$ cat src/inc/avadc_defines.vh
// Register map, field positions, reset values and timing for the aux ADC
`ifndef AVADC_DEFINES_VH
`define AVADC_DEFINES_VH

// ----------------------------------------------------------------------
// Register offsets (7-bit SPI addresses)
// ----------------------------------------------------------------------
`define AVADC_ADDR_MODE 7'h01
`define AVADC_ADDR_TARGET 7'h07
`define AVADC_ADDR_CMD 7'h0c
`define AVADC_ADDR_PIN1 7'h0d
`define AVADC_ADDR_PULLUP 7'h11
`define AVADC_ADDR_STATUS 7'h1c
`define AVADC_ADDR_THERM_FIRST 7'h3f
`define AVADC_ADDR_THERM_LAST 7'h43
`define AVADC_ADDR_SUPPLY55 7'h44
`define AVADC_ADDR_CORE18 7'h49
`define AVADC_ADDR_EXTREG 7'h4a

// ----------------------------------------------------------------------
// Field positions
// ----------------------------------------------------------------------
`define AVADC_BIT_CONT 15
`define AVADC_BIT_THERM_LO 1
`define AVADC_BIT_SUPPLY55 6
`define AVADC_BIT_CORE18 12
`define AVADC_BIT_EXTREG 13
`define AVADC_BIT_TRIG 4
`define AVADC_BIT_LATCH 0
`define AVADC_BIT_PIN1_NOE 1
`define AVADC_FLD_PIN1_SEL_HI 11
`define AVADC_FLD_PIN1_SEL_LO 8
`define AVADC_PIN1_SEL_IRQ 4'h3
`define AVADC_FLD_PULLUP_HI 7
`define AVADC_FLD_PULLUP_LO 3
`define AVADC_BIT_DONE 5

// ----------------------------------------------------------------------
// Reset values and sizes
// ----------------------------------------------------------------------
`define AVADC_RST_PIN1 16'h0002
`define AVADC_CODE_W 14
`define AVADC_NUM_CH 8
`define AVADC_CH_SUPPLY55 3'h5
`define AVADC_CH_CORE18 3'h6
`define AVADC_CH_EXTREG 3'h7

// ----------------------------------------------------------------------
// Timing: latch completes within the host wait time
// ----------------------------------------------------------------------
`define AVADC_CLK_MHZ 50
`define AVADC_LATCH_WAIT_NS 315
`define AVADC_LATCH_CYC ((`AVADC_LATCH_WAIT_NS * `AVADC_CLK_MHZ) / 1000)

`endif

$ cat src/hw/avadc_spi_slave.v
// SPI slave (mode 0) with pin synchronisers and register access strobes
`timescale 1ns/1ps
module avadc_spi_slave (
  // Clock and reset
  input wire clk,
  input wire rst_n,
  // SPI pins
  input wire spi_sck,
  input wire spi_cs_n,
  input wire spi_mosi,
  output reg spi_miso_ff,
  output reg spi_miso_oe_ff,
  // Register access
  output reg [6:0] addr_ff,
  output reg wr_ff,
  output reg [15:0] wdata_ff,
  input wire [15:0] rdata
);

  // --------------------------------------------------------------------
  // Pin synchronisers: three stages, filtered when stages 2 and 3 agree
  // --------------------------------------------------------------------
  reg [2:0] sync1_ff; // First stage, read only by stage two
  reg [2:0] sync2_ff;
  reg [2:0] sync3_ff;
  reg [2:0] filt_ff; // {cs_n, sck, mosi} filtered
  wire [2:0] nxt_filt;

  assign nxt_filt = (sync2_ff & sync3_ff) | (filt_ff & (sync2_ff | sync3_ff));

  // Synchroniser chain and filter
  always @(posedge clk or negedge rst_n) begin
    if (!rst_n) begin
      sync1_ff <= 3'h4;
      sync2_ff <= 3'h4;
      sync3_ff <= 3'h4;
      filt_ff <= 3'h4;
    end else begin
      sync1_ff <= {spi_cs_n, spi_sck, spi_mosi};
      sync2_ff <= sync1_ff;
      sync3_ff <= sync2_ff;
      filt_ff <= nxt_filt;
    end
  end

  wire cs_act = ~filt_ff[2];
  wire sck_rise = nxt_filt[1] & ~filt_ff[1];
  wire sck_fall = ~nxt_filt[1] & filt_ff[1];

  // --------------------------------------------------------------------
  // Frame: 8 command bits (write flag, 7-bit address), 16 data bits
  // --------------------------------------------------------------------
  reg [4:0] cnt_ff; // Bits received in this frame
  reg [15:0] rx_ff; // Receive shift register
  reg [15:0] tx_ff; // Transmit shift register
  reg load_ff; // Load read data on next cycle
  reg is_wr_ff; // Frame is a write

  // Shift engine
  always @(posedge clk or negedge rst_n) begin
    if (!rst_n) begin
      cnt_ff <= 5'h00;
      rx_ff <= 16'h0000;
      tx_ff <= 16'h0000;
      load_ff <= 1'b0;
      is_wr_ff <= 1'b0;
      addr_ff <= 7'h00;
      wr_ff <= 1'b0;
      wdata_ff <= 16'h0000;
      spi_miso_ff <= 1'b0;
      spi_miso_oe_ff <= 1'b0;
    end else begin
      wr_ff <= 1'b0;
      load_ff <= 1'b0;
      spi_miso_oe_ff <= cs_act;
      if (!cs_act) begin
        // Deselected: abandon any partial frame
        cnt_ff <= 5'h00;
        spi_miso_ff <= 1'b0;
      end else begin
        if (load_ff) begin
          tx_ff <= rdata;
        end
        if (sck_rise && cnt_ff != 5'h18) begin
          cnt_ff <= cnt_ff + 5'h01;
          rx_ff <= {rx_ff[14:0], filt_ff[0]};
          if (cnt_ff == 5'h07) begin
            // Command byte complete
            is_wr_ff <= rx_ff[6];
            addr_ff <= {rx_ff[5:0], filt_ff[0]};
            load_ff <= 1'b1;
          end
          if (cnt_ff == 5'h17 && is_wr_ff) begin
            // Data word complete: one-cycle write strobe
            wr_ff <= 1'b1;
            wdata_ff <= {rx_ff[14:0], filt_ff[0]};
          end
        end
        if (sck_fall && cnt_ff >= 5'h08 && cnt_ff < 5'h18) begin
          spi_miso_ff <= tx_ff[15];
          tx_ff <= {tx_ff[14:0], 1'b0};
        end
      end
    end
  end

endmodule // avadc_spi_slave

$ cat src/hw/avadc_top.v
// Aux voltage ADC control: target sequencing, done flag, latch, results
// Functional notes
// - Supply rail 5.5V converted in measurement cycle
// - Target bit 6 selects 5.5V rail
// - Target bit 13 selects external regulator
// - Target bit 12 selects 1.8V regulator
// - Pin1 function 0011 outputs done interrupt
// - Continuous bit repeats measurement cycles
// - One-shot trigger starts cycle, self-clears after
// - Interrupt goes high on measurement completion
// - Done flag set on measurement completion
// - Done flag cleared by writing one
// - Latch request copies codes to results
// - Latch end clears request, drops interrupt
// - Results readable at 0x44, 0x4A, 0x49
// - 5.5V result is 14-bit unsigned code
// - Regulator result same 14-bit code format
// - Thermistor results 14-bit unsigned codes
// - Pull-up only while its input converts
`timescale 1ns/1ps
`include "avadc_defines.vh"
module avadc_top (
  // Clock and reset
  input wire clk,
  input wire rst_n,
  // SPI pins
  input wire spi_sck,
  input wire spi_cs_n,
  input wire spi_mosi,
  output wire spi_miso,
  output wire spi_miso_oe,
  // General pin 1 output
  output reg pin1_out_ff,
  output reg pin1_oe_ff,
  // Analog converter core
  output reg adc_start_ff,
  output reg [2:0] adc_chan_ff,
  input wire adc_done,
  input wire [13:0] adc_code,
  // Thermistor pull-up switches
  output reg [4:0] pullup_en_ff
);

  // --------------------------------------------------------------------
  // State encoding
  // --------------------------------------------------------------------
  localparam [1:0] ST_IDLE = 2'h0; // Waiting for a start
  localparam [1:0] ST_SCAN = 2'h1; // Looking for next selected target
  localparam [1:0] ST_CONV = 2'h2; // Conversion in progress
  localparam [1:0] ST_DONE = 2'h3; // Cycle complete

  // Latch reload value; only the low five bits feed the counter
  localparam [31:0] LATCH_LAST = `AVADC_LATCH_CYC - 1;

  // --------------------------------------------------------------------
  // Target select bit for a channel index
  // --------------------------------------------------------------------
  function ch_selected;
    input [15:0] tsel;
    input [2:0] ch;
    begin
      if (ch == `AVADC_CH_SUPPLY55) begin
        ch_selected = tsel[`AVADC_BIT_SUPPLY55];
      end else if (ch == `AVADC_CH_CORE18) begin
        ch_selected = tsel[`AVADC_BIT_CORE18];
      end else if (ch == `AVADC_CH_EXTREG) begin
        ch_selected = tsel[`AVADC_BIT_EXTREG];
      end else begin
        // Thermistor inputs 1 to 5 sit on bits 5:1
        ch_selected = tsel[`AVADC_BIT_THERM_LO + ch];
      end
    end
  endfunction

  // --------------------------------------------------------------------
  // Register access port
  // --------------------------------------------------------------------
  wire [6:0] bus_addr; // Address of current frame
  wire bus_wr; // One-cycle write strobe
  wire [15:0] bus_wdata; // Write data
  reg [15:0] bus_rdata; // Read data for current address

  avadc_spi_slave u_spi (
    .clk(clk),
    .rst_n(rst_n),
    .spi_sck(spi_sck),
    .spi_cs_n(spi_cs_n),
    .spi_mosi(spi_mosi),
    .spi_miso_ff(spi_miso),
    .spi_miso_oe_ff(spi_miso_oe),
    .addr_ff(bus_addr),
    .wr_ff(bus_wr),
    .wdata_ff(bus_wdata),
    .rdata(bus_rdata)
  );

  // --------------------------------------------------------------------
  // Control and status state
  // --------------------------------------------------------------------
  reg [15:0] mode_ff; // Mode register, continuous bit
  reg [15:0] target_ff; // Target select register
  reg trig_ff; // One-shot trigger
  reg latch_req_ff; // Latch request in progress
  reg [15:0] pin1_ff; // Pin 1 configuration
  reg [4:0] pullup_sel_ff; // Pull-up enables per thermistor input
  reg done_ff; // Voltage conversion done flag
  reg irq_ff; // Conversion done interrupt level
  reg [1:0] state_ff; // Sequencer state
  reg [2:0] ch_ff; // Channel under scan
  reg [4:0] latch_cnt_ff; // Latch cycles remaining
  reg [13:0] conv_ff [0:7]; // Latest conversion codes
  reg [13:0] result_ff [0:7]; // Host visible latched codes

  wire wr_mode = bus_wr && bus_addr == `AVADC_ADDR_MODE;
  wire wr_target = bus_wr && bus_addr == `AVADC_ADDR_TARGET;
  wire wr_cmd = bus_wr && bus_addr == `AVADC_ADDR_CMD;
  wire wr_pin1 = bus_wr && bus_addr == `AVADC_ADDR_PIN1;
  wire wr_pullup = bus_wr && bus_addr == `AVADC_ADDR_PULLUP;
  wire wr_status = bus_wr && bus_addr == `AVADC_ADDR_STATUS;
  wire cycle_end = state_ff == ST_DONE;
  wire latch_start = wr_cmd && bus_wdata[`AVADC_BIT_LATCH] && !latch_req_ff;
  wire latch_end = latch_req_ff && latch_cnt_ff == 5'h00;
  // Thermistor result slot, offset from the first result address
  wire [6:0] therm_idx = bus_addr - `AVADC_ADDR_THERM_FIRST;

  // --------------------------------------------------------------------
  // Configuration registers
  // --------------------------------------------------------------------
  always @(posedge clk or negedge rst_n) begin
    if (!rst_n) begin
      mode_ff <= 16'h0000;
      target_ff <= 16'h0000;
      pin1_ff <= `AVADC_RST_PIN1;
      pullup_sel_ff <= 5'h00;
    end else begin
      if (wr_mode) begin
        mode_ff <= bus_wdata;
      end
      if (wr_target) begin
        target_ff <= bus_wdata;
      end
      if (wr_pin1) begin
        pin1_ff <= bus_wdata;
      end
      if (wr_pullup) begin
        pullup_sel_ff <= bus_wdata[`AVADC_FLD_PULLUP_HI:`AVADC_FLD_PULLUP_LO];
      end
    end
  end

  // --------------------------------------------------------------------
  // Trigger, done flag and interrupt; hardware set beats clear
  // --------------------------------------------------------------------
  always @(posedge clk or negedge rst_n) begin
    if (!rst_n) begin
      trig_ff <= 1'b0;
      done_ff <= 1'b0;
      irq_ff <= 1'b0;
    end else begin
      // Trigger self-clears at cycle end; a new write of one wins
      if (wr_cmd && bus_wdata[`AVADC_BIT_TRIG]) begin
        trig_ff <= 1'b1;
      end else if (cycle_end) begin
        trig_ff <= 1'b0;
      end
      if (cycle_end) begin
        done_ff <= 1'b1;
      end else if (wr_status && bus_wdata[`AVADC_BIT_DONE]) begin
        done_ff <= 1'b0;
      end
      if (cycle_end) begin
        irq_ff <= 1'b1;
      end else if (latch_end) begin
        irq_ff <= 1'b0;
      end
    end
  end

  // --------------------------------------------------------------------
  // Measurement sequencer: walks all selected targets once per cycle
  // --------------------------------------------------------------------
  always @(posedge clk or negedge rst_n) begin
    if (!rst_n) begin
      state_ff <= ST_IDLE;
      ch_ff <= 3'h0;
      adc_start_ff <= 1'b0;
      adc_chan_ff <= 3'h0;
      pullup_en_ff <= 5'h00;
    end else begin
      adc_start_ff <= 1'b0;
      case (state_ff)
        ST_IDLE: begin
          if (mode_ff[`AVADC_BIT_CONT] || trig_ff) begin
            state_ff <= ST_SCAN;
            ch_ff <= 3'h0;
          end
        end
        ST_SCAN: begin
          if (ch_selected(target_ff, ch_ff)) begin
            state_ff <= ST_CONV;
            adc_start_ff <= 1'b1;
            adc_chan_ff <= ch_ff;
            if (ch_ff < `AVADC_CH_SUPPLY55 && pullup_sel_ff[ch_ff]) begin
              pullup_en_ff[ch_ff] <= 1'b1;
            end
          end else if (ch_ff == 3'h7) begin
            state_ff <= ST_DONE;
          end else begin
            ch_ff <= ch_ff + 3'h1;
          end
        end
        ST_CONV: begin
          if (adc_done) begin
            pullup_en_ff <= 5'h00;
            if (ch_ff == 3'h7) begin
              state_ff <= ST_DONE;
            end else begin
              state_ff <= ST_SCAN;
              ch_ff <= ch_ff + 3'h1;
            end
          end
        end
        default: begin
          // Completion shows for one cycle, then continue or stop
          state_ff <= ST_IDLE;
        end
      endcase
    end
  end

  // --------------------------------------------------------------------
  // Conversion codes and host latch
  // --------------------------------------------------------------------
  integer i;
  always @(posedge clk or negedge rst_n) begin
    if (!rst_n) begin
      for (i = 0; i < `AVADC_NUM_CH; i = i + 1) begin
        conv_ff[i] <= 14'h0000;
        result_ff[i] <= 14'h0000;
      end
      latch_req_ff <= 1'b0;
      latch_cnt_ff <= 5'h00;
    end else begin
      if (state_ff == ST_CONV && adc_done) begin
        conv_ff[ch_ff] <= adc_code;
      end
      if (latch_start) begin
        for (i = 0; i < `AVADC_NUM_CH; i = i + 1) begin
          result_ff[i] <= conv_ff[i];
        end
        latch_req_ff <= 1'b1;
        latch_cnt_ff <= LATCH_LAST[4:0];
      end else if (latch_end) begin
        latch_req_ff <= 1'b0;
      end else if (latch_req_ff) begin
        latch_cnt_ff <= latch_cnt_ff - 5'h01;
      end
    end
  end

  // --------------------------------------------------------------------
  // Pin 1: done interrupt when function selected and output enabled
  // --------------------------------------------------------------------
  always @(posedge clk or negedge rst_n) begin
    if (!rst_n) begin
      pin1_out_ff <= 1'b0;
      pin1_oe_ff <= 1'b0;
    end else begin
      // Pin stays low unless the done function is chosen
      pin1_out_ff <= irq_ff &&
        pin1_ff[`AVADC_FLD_PIN1_SEL_HI:`AVADC_FLD_PIN1_SEL_LO] ==
        `AVADC_PIN1_SEL_IRQ;
      pin1_oe_ff <= !pin1_ff[`AVADC_BIT_PIN1_NOE];
    end
  end

  // --------------------------------------------------------------------
  // Read data decode; unmapped addresses read zero
  // --------------------------------------------------------------------
  always @* begin
    bus_rdata = 16'h0000;
    if (bus_addr == `AVADC_ADDR_MODE) begin
      bus_rdata = mode_ff;
    end else if (bus_addr == `AVADC_ADDR_TARGET) begin
      bus_rdata = target_ff;
    end else if (bus_addr == `AVADC_ADDR_CMD) begin
      bus_rdata[`AVADC_BIT_TRIG] = trig_ff;
      bus_rdata[`AVADC_BIT_LATCH] = latch_req_ff;
    end else if (bus_addr == `AVADC_ADDR_PIN1) begin
      bus_rdata = pin1_ff;
    end else if (bus_addr == `AVADC_ADDR_PULLUP) begin
      bus_rdata[`AVADC_FLD_PULLUP_HI:`AVADC_FLD_PULLUP_LO] = pullup_sel_ff;
    end else if (bus_addr == `AVADC_ADDR_STATUS) begin
      bus_rdata[`AVADC_BIT_DONE] = done_ff;
    end else if (bus_addr >= `AVADC_ADDR_THERM_FIRST &&
                 bus_addr <= `AVADC_ADDR_THERM_LAST) begin
      bus_rdata[13:0] = result_ff[therm_idx[2:0]];
    end else if (bus_addr == `AVADC_ADDR_SUPPLY55) begin
      bus_rdata[13:0] = result_ff[`AVADC_CH_SUPPLY55];
    end else if (bus_addr == `AVADC_ADDR_CORE18) begin
      bus_rdata[13:0] = result_ff[`AVADC_CH_CORE18];
    end else if (bus_addr == `AVADC_ADDR_EXTREG) begin
      bus_rdata[13:0] = result_ff[`AVADC_CH_EXTREG];
    end
  end

endmodule // avadc_top

$ cat config.mk
export PLATFORM = sky130hd
export DESIGN_NAME = avadc_top
export DESIGN_NICKNAME = d
export VERILOG_FILES = /design/src/hw/avadc_spi_slave.v /design/src/hw/avadc_top.v
export VERILOG_INCLUDE_DIRS = /design/src /design/src/inc
export SDC_FILE = /design/constraint.sdc
export NUM_CORES = 1
export LEC_CHECK = 0
export BUFFER_PORTS_ARGS = -buffer_cell sky130_fd_sc_hd__clkbuf_2
export CAP_MARGIN = 20
export CORE_MARGIN = 4
export CORE_UTILIZATION = 40
export DETAILED_ROUTE_END_ITERATION = 8
export PLACE_DENSITY_LB_ADDON = 0.3
export SYNTH_ARGS = -nofsm -noshare
export SYNTH_HDL_FRONTEND = slang
export SYNTH_SLANG_ARGS = --single-unit
$ cat constraint.sdc
create_clock -name clk -period 6 [get_ports clk]
set_input_delay 0.6 -clock clk [delete_from_list [all_inputs] [get_ports clk]]
set_output_delay 0.6 -clock clk [all_outputs]
set_load 0.03 [all_outputs]
Word level (Yosys, flattened, before mapping):

Cells that the tools add are included.

* bits in registers: 378
* output and inout bits: 13

* add/sub/neg operators: 5
* $lt $le $gt $ge: 11
* eq/ne operators: 26
* mux-type cells: 73
* bitwise gates (word level): 12
* reduce and logical (&&, ||, !) cells: 45

Operator list (count)
* 112-bit bitwise mux: 1
* 14-bit two-way mux: 8
* 16-bit two-way mux: 4
* 5-bit two-way mux: 10
* 14-bit binary-select mux with 3-bit select: 1
* 14-bit demux with 3-bit select: 1
* 1-bit two-way mux: 27
* 7-bit == test (second input constant): 3
* 1-bit logical AND: 21
* 3-bit two-way mux: 6
* 2-bit nonzero test: 9
* 7-bit by 4-bit == test with 1-bit output (second input constant): 2
* 7-bit by 5-bit == test with 1-bit output (second input constant): 2
* 2-bit two-way mux: 6
* 2-bit inequality test (second input constant): 6
* 11-bit two-way mux: 1
* 5-bit one-hot mux with 2 select lines: 1
* 3-bit == test (second input constant): 3
* 3-bit one-hot mux with 3 select lines: 1
* 3-bit AND reduction: 3
* 4-bit greater-or-equal comparator (second input constant): 2
* 8-bit two-way mux: 1
* 3-bit inverter with 4-bit output: 2
* 2-bit AND reduction: 4
* 39 further kinds: 47

Depth between registers and ports, before layout:

* depth after elaboration: 14
* gate-level depth with buffers: 12
* gate-level depth less buffers: 8

Hierarchy:

Synthesis repeated with hierarchy kept, for this count alone.

* cell total of the unflattened synthesis: 1442
* area total of the unflattened synthesis: 16837.4 µm²

Modules (own cells, without submodules)
* avadc_top: instances 1, cells each 1204, area an instance 13561.8 µm², seq. area each 7558.5 µm²
* avadc_spi_slave: instances 1, cells each 238, area an instance 3275.6 µm², seq. area each 1906.8 µm²

Worst setup path before layout:

No wires, ideal clock.

* path kind: register to register
* start: reg u_spi.addr_ff[0]
* end: reg u_spi.tx_ff[10]
* arrival time: 3.125 ns
* required time: 5.868 ns
* slack: 2.743 ns
* cell stages (with the launch flop): 12
* path buffers: 5
* path through: dfrtp_1 > buf_2 > clkbuf_1 > inv_1 > ha_1 > buf_2 > buf_2 > buf_2 > mux4_2 > mux2_2 > a221oi_1 > o21ai_0

* word-level cells in the longest chain between the ends: 14
* elaborated cells on any way between the ends: 29

Ends and longest elaborated chain
* start, declared: line avadc_spi_slave.v:14 `output reg [6:0] addr_ff,`
* start signal, assigned: line avadc_spi_slave.v:90 `addr_ff <= {rx_ff[5:0], filt_ff[0]};`
* 3-bit subtractor (no line)
* 3-bit inverter with 4-bit output (implied by the code): line avadc_top.v:297 `bus_rdata[13:0] = result_ff[therm_idx[2:0]];`
* 14-bit binary-select mux with 3-bit select: line avadc_top.v:297
* 14-bit two-way mux (implied by the code) (2 in series): line avadc_top.v:297
* 14-bit two-way mux: line avadc_top.v:295 `` end else if (bus_addr >= `AVADC_ADDR_THERM_FIRST && ``
* 8-bit two-way mux: line avadc_top.v:293 `` end else if (bus_addr == `AVADC_ADDR_STATUS) begin ``
* 6-bit two-way mux: line avadc_top.v:291 `` end else if (bus_addr == `AVADC_ADDR_PULLUP) begin ``
* 14-bit two-way mux: line avadc_top.v:289 `` end else if (bus_addr == `AVADC_ADDR_PIN1) begin ``
* 11-bit two-way mux: line avadc_top.v:286 `` end else if (bus_addr == `AVADC_ADDR_CMD) begin ``
* 16-bit two-way mux: line avadc_top.v:284 `` end else if (bus_addr == `AVADC_ADDR_TARGET) begin ``
* 16-bit two-way mux *: line avadc_top.v:282 `` if (bus_addr == `AVADC_ADDR_MODE) begin ``
* 16-bit two-way mux *: line avadc_spi_slave.v:81 `if (load_ff) begin`
* 16-bit two-way mux *: line avadc_spi_slave.v:99 `if (sck_fall && cnt_ff >= 5'h08 && cnt_ff < 5'h18) begin`
* end signal, assigned: line avadc_spi_slave.v:82 `tx_ff <= rdata;`
* end signal, assigned: line avadc_spi_slave.v:101 `tx_ff <= {tx_ff[14:0], 1'b0};`
* end, declared: line avadc_spi_slave.v:55 `reg [15:0] tx_ff;`

Every way passes the cells marked *; elsewhere a longest branch is shown, timed or not. The select of a mux whose other input is x is not followed.
A chain may end at the register's enable or synchronous reset.

Worst setup path after layout:

* start: reg u_spi.addr_ff[0]
* end: reg u_spi.tx_ff[9]

The elaborated chain is that of the path after synthesis.

==> flow_summary.html <==
<table>
<tr><th>Metric</th><th>Value</th></tr>
<tr><th colspan="2">Yosys</th></tr>
<tr><td>Post-synth top flop</td><td>dfrtp_1</td></tr>
<tr><td>Post-synthesis instance area</td><td>16,400 um2</td></tr>
<tr><td>Share of synthesized area occupied by flip-flops and latches</td><td>0.576</td></tr>
<tr><td>Number of nets produced by synthesis</td><td>1,420</td></tr>
<tr><td>Area share of the largest cell type after synthesis</td><td>0.568</td></tr>
<tr><td>Largest area contributor in the synthesized netlist</td><td>dfrtp_1</td></tr>
<tr><td>Flop and latch count out of synthesis</td><td>378</td></tr>
<tr><td>Async set-or-reset flop fraction in the synthesized netlist</td><td>1.00</td></tr>
<tr><td>Cell types with the largest area share after synthesis</td><td>dfrtp_1 (57%), mux2_2 (15%), nand2_1 (8.6%)</td></tr>
<tr><td>Number of warnings issued by yosys</td><td>0</td></tr>
<tr><td>Number of flops mapped to enable cells by yosys</td><td>0</td></tr>
<tr><td>Post-synthesis area per instance</td><td>11.9 um2</td></tr>
<tr><td>Cell count after synthesis</td><td>1,384</td></tr>
<tr><td>Distinct cells, synth</td><td>58</td></tr>
<tr><th colspan="2">Routing</th></tr>
<tr><td>Antenna Violating Nets Remaining</td><td>0</td></tr>
<tr><td>Drt initial violations</td><td>816</td></tr>
<tr><td>Average detailed-routed wire length per instance</td><td>19.1 um</td></tr>
<tr><td>Number of search-and-repair iterations in the first detailed-routing pass</td><td>5</td></tr>
<tr><td>Via count of the routed design</td><td>10,516</td></tr>
<tr><td>Residual DRC count</td><td>0</td></tr>
<tr><td>Routed vias/inst</td><td>5.35</td></tr>
<tr><td>WL final</td><td>37,400 um</td></tr>
<tr><th colspan="2">Pwr</th></tr>
<tr><td>Leakage</td><td>8.99 nW</td></tr>
<tr><td>Peak VDD IR</td><td>0.000201 V</td></tr>
<tr><td>Tot Pwr</td><td>6.37 mW</td></tr>
<tr><td>Pwr per Cell Area</td><td>344 nW/um2</td></tr>
<tr><th colspan="2">Global route</th></tr>
<tr><td>Number of antenna violations at the first check in global routing</td><td>0</td></tr>
<tr><td>First-pass GRT wire length</td><td>61,800 um</td></tr>
<tr><td>Maximum number of pins on one net before global-route repair</td><td>164</td></tr>
<tr><td>Via count of the first global-routing pass</td><td>10,687</td></tr>
<tr><td>Overall overflow remaining after global route</td><td>0</td></tr>
<tr><td>Tot GR Track Use</td><td>0.173</td></tr>
<tr><th colspan="2">Timing</th></tr>
<tr><td>Relative slew slack</td><td>0.329</td></tr>
<tr><td>Final Hold Fails</td><td>0</td></tr>
<tr><td>Part of the cycle the worst path needs</td><td>0.606</td></tr>
<tr><td>Pins over their slew limit</td><td>0</td></tr>
<tr><td>Post-layout minimum cycle time</td><td>3640 ps</td></tr>
<tr><td>RSZ-0062 raised after global routing</td><td>false</td></tr>
<tr><td>Setup TNS</td><td>0 ps</td></tr>
<tr><td>Timing-limited maximum frequency</td><td>275 MHz</td></tr>
<tr><td>Setup clock skew after layout</td><td>18.2 ps</td></tr>
<tr><td>Final Hold Slack</td><td>62.5 ps</td></tr>
<tr><td>Transition at the pin with the smallest max-transition slack</td><td>1000 ps</td></tr>
<tr><td>Final Setup Violations</td><td>0</td></tr>
<tr><th colspan="2">Run</th></tr>
<tr><td>Max Cap Viol</td><td>0</td></tr>
<tr><th colspan="2">Floorplanning</th></tr>
<tr><td>Site Rows</td><td>73</td></tr>
<tr><td>Height of the chip</td><td>211 um</td></tr>
<tr><td>Die area</td><td>44,400 um2</td></tr>
<tr><td>Core area</td><td>40,200 um2</td></tr>
<tr><td>Number of top-level pins</td><td>33</td></tr>
<tr><td>Horizontal die dimension</td><td>211 um</td></tr>
<tr><td>Starting density of the core</td><td>0.409</td></tr>
<tr><th colspan="2">Critical path</th></tr>
<tr><td>Startpoint of the worst register-to-register path</td><td>u_spi.addr_ff[0]</td></tr>
<tr><td>CP max stage cell</td><td>nor3_2</td></tr>
<tr><td>Critical path arrival</td><td>4110 ps</td></tr>
<tr><td>Worst path max stage delay</td><td>810 ps</td></tr>
<tr><td>Critical Path End Type</td><td>register</td></tr>
<tr><td>CP required</td><td>6470 ps</td></tr>
<tr><td>Reg-to-reg endpoint</td><td>u_spi.tx_ff[9]</td></tr>
<tr><td>Reg-to-reg setup timing slack</td><td>2360 ps</td></tr>
<tr><td>Family of cells with the greatest summed delay on the critical path</td><td>simple AND/OR/NAND/NOR gates</td></tr>
<tr><td>Startpoint kind of the worst setup timing path</td><td>register</td></tr>
<tr><td>Cells traversed along the worst timing path</td><td>buf_4 &gt; ha_1 &gt; nor2b_1 &gt; nand4_1 &gt; nor3_2 &gt; a221oi_1 &gt; o21ai_0</td></tr>
<tr><td>Total buffers and inverters traversed by the critical path</td><td>1</td></tr>
<tr><td>Worst-path maximum fanout</td><td>33</td></tr>
<tr><td>Number of cell instances on the worst register-to-register path</td><td>7</td></tr>
<tr><td>Category of the most critical setup path</td><td>reg -&gt; reg</td></tr>
<tr><th colspan="2">Final layout</th></tr>
<tr><td>Antenna cell count</td><td>0</td></tr>
<tr><td>Growth of design area from synthesis to finish</td><td>12.7%</td></tr>
<tr><td>Commonest non-fill, non-tap cell in the layout</td><td>nand2_1</td></tr>
<tr><td>Most used cells in the layout excluding fill and tap cells</td><td>nand2_1 (378), dfrtp_1 (372), mux2_2 (217)</td></tr>
<tr><td>Net total in the final layout</td><td>1,442</td></tr>
<tr><td>Fraction of layout cells with a size suffix above 1</td><td>0.265</td></tr>
<tr><th colspan="2">Placed design</th></tr>
<tr><td>IO buf count</td><td>32</td></tr>
<tr><td>Final GP Congestion</td><td>0.908</td></tr>
<tr><td>Total half-perimeter wirelength after legalization and detailed placement</td><td>24,000 um</td></tr>
<tr><th colspan="2">Clock network</th></tr>
<tr><td>Maximum buffer depth of the clock tree</td><td>3</td></tr>
<tr><td>Root cell of the clock tree</td><td>clkbuf_16</td></tr>
<tr><td>Quantity of gates resized following cts</td><td>0</td></tr>
<tr><td>CTS Hold Bufs</td><td>0</td></tr>
<tr><td>Clock latency on the worst-skew pair</td><td>570 ps</td></tr>
<tr><td>Deepest level of the CTS H-tree</td><td>2</td></tr>
<tr><td>Clock buffer count from CTS</td><td>42</td></tr>
<tr><td>Postcts setup bufs</td><td>0</td></tr>
<tr><td>CTS clk-pin slew, worst paths</td><td>60 ps</td></tr>
<tr><td>TritonCTS clock tree</td><td>built</td></tr>
<tr><td>Sink count of the clock tree</td><td>378</td></tr>
<tr><th colspan="2">Outcome</th></tr>
<tr><td>Result of the run</td><td>finished clean</td></tr>
<tr><th colspan="2">Worst hold path</th></tr>
<tr><td>Hold WC Path Type</td><td>in -&gt; async</td></tr>
</table>
## Yosys cell counts (10+ instances only)
master and count:
nand2_1 378, o211ai_1 11, nand3_1 14, a221oi_1 11
a21oi_1 18, nor2_1 31, mux2_2 217, nor2b_1 10
inv_1 22, ha_1 16, o22ai_1 10, mux4_2 28
dfrtp_1 373, buf_2 32, a22oi_1 25, o21ai_0 28
mux2i_1 12, clkbuf_1 33
## layout make-up
class | instances | area, um2
Clock buffer | 61 | 1230
Clock inverter | 16 | 163
Fill cell | 3674 | 21700
Inverter | 22 | 82.6
Multi-Input combinational cell | 911 | 6580
Sequential cell | 378 | 9470
Tap cell | 525 | 657
Timing Repair Buffer | 51 | 345
## flip-flops by register name, indices dropped and copies added, names as in the netlist, 2 cells and up
signal,cells
u_spi.sync3_ff,3
u_spi.filt_ff,3
adc_chan_ff,3
u_spi.wdata_ff,16
pullup_sel_ff,5
u_spi.cnt_ff,5
latch_cnt_ff,5
mode_ff,16
conv_ff,112
ch_ff,3
u_spi.tx_ff,16
u_spi.addr_ff,7
target_ff,16
u_spi.rx_ff,15
result_ff,112
pullup_en_ff,5
state_ff,2
u_spi.sync1_ff,3
pin1_ff,16
u_spi.sync2_ff,3
## worst reg2reg max path: stages (launching register included)
cell,delay [ps]
dfrtp_2,340
buf_4,460
ha_1,700
nor2b_1,300
nand4_1,470
nor3_2,820
a221oi_1,220
o21ai_0,240
## per-stage QoR
step | utilization | std cells | worst slack, ps | cell area (um2)
final | 0.461 | 1964 | 2360 | 18500
after global routing | 0.461 | 1964 | 2070 | 18500
after CTS | 0.461 | 1963 | 2310 | 18500
after detailed placement | 0.426 | 1886 | 2350 | 17100
after global placement | 0.426 | 1886 | 2450 | 17100
after floorplan | - | 1384 | 2740 | 16400
## worst max path at each step
stage                startpoint              end  slack, ps  cells past startpoint
2_1_floorplan  u_spi.addr_ff[0]  u_spi.tx_ff[10]       2740                     11
3_3_place_gp   u_spi.addr_ff[0]   u_spi.tx_ff[9]       2450                      8
3_5_place_dp   u_spi.addr_ff[0]   u_spi.tx_ff[9]       2350                      8
4_1_cts        u_spi.addr_ff[0]   u_spi.tx_ff[9]       2310                      7
5_1_grt        u_spi.addr_ff[0]      mode_ff[14]       2070                      6
6_report       u_spi.addr_ff[0]   u_spi.tx_ff[9]       2360                      7
## where the power goes
part	switching, mW	internal [mW]
logic	0.377	0.365
registers	0.199	2.86
clock network	1.05	1.52
total	1.63	4.75
## cells by family (layout without fill, tap and decap cells)
| kind of cell | Yosys count | after routing | synth area share |
|---|---|---|---|
| compound gates | 150 | 150 | 0.0636 |
| xor+xnor | 10 | 10 | 0.00533 |
| fa+ha+maj | 19 | 19 | 0.0140 |
| buf+inv | 95 | 150 | 0.0260 |
| flops | 378 | 378 | 0.576 |
| mux | 257 | 257 | 0.194 |
| simple gates | 475 | 475 | 0.121 |
## routing by layer
layer,share of wire,GRT usage
met2,0.44,0.256
met1,0.49,0.264
met4,0.024,0.0503
met3,0.047,0.0273
met5,0,0
No activity file was read; power rests on OpenSTA's default activity.
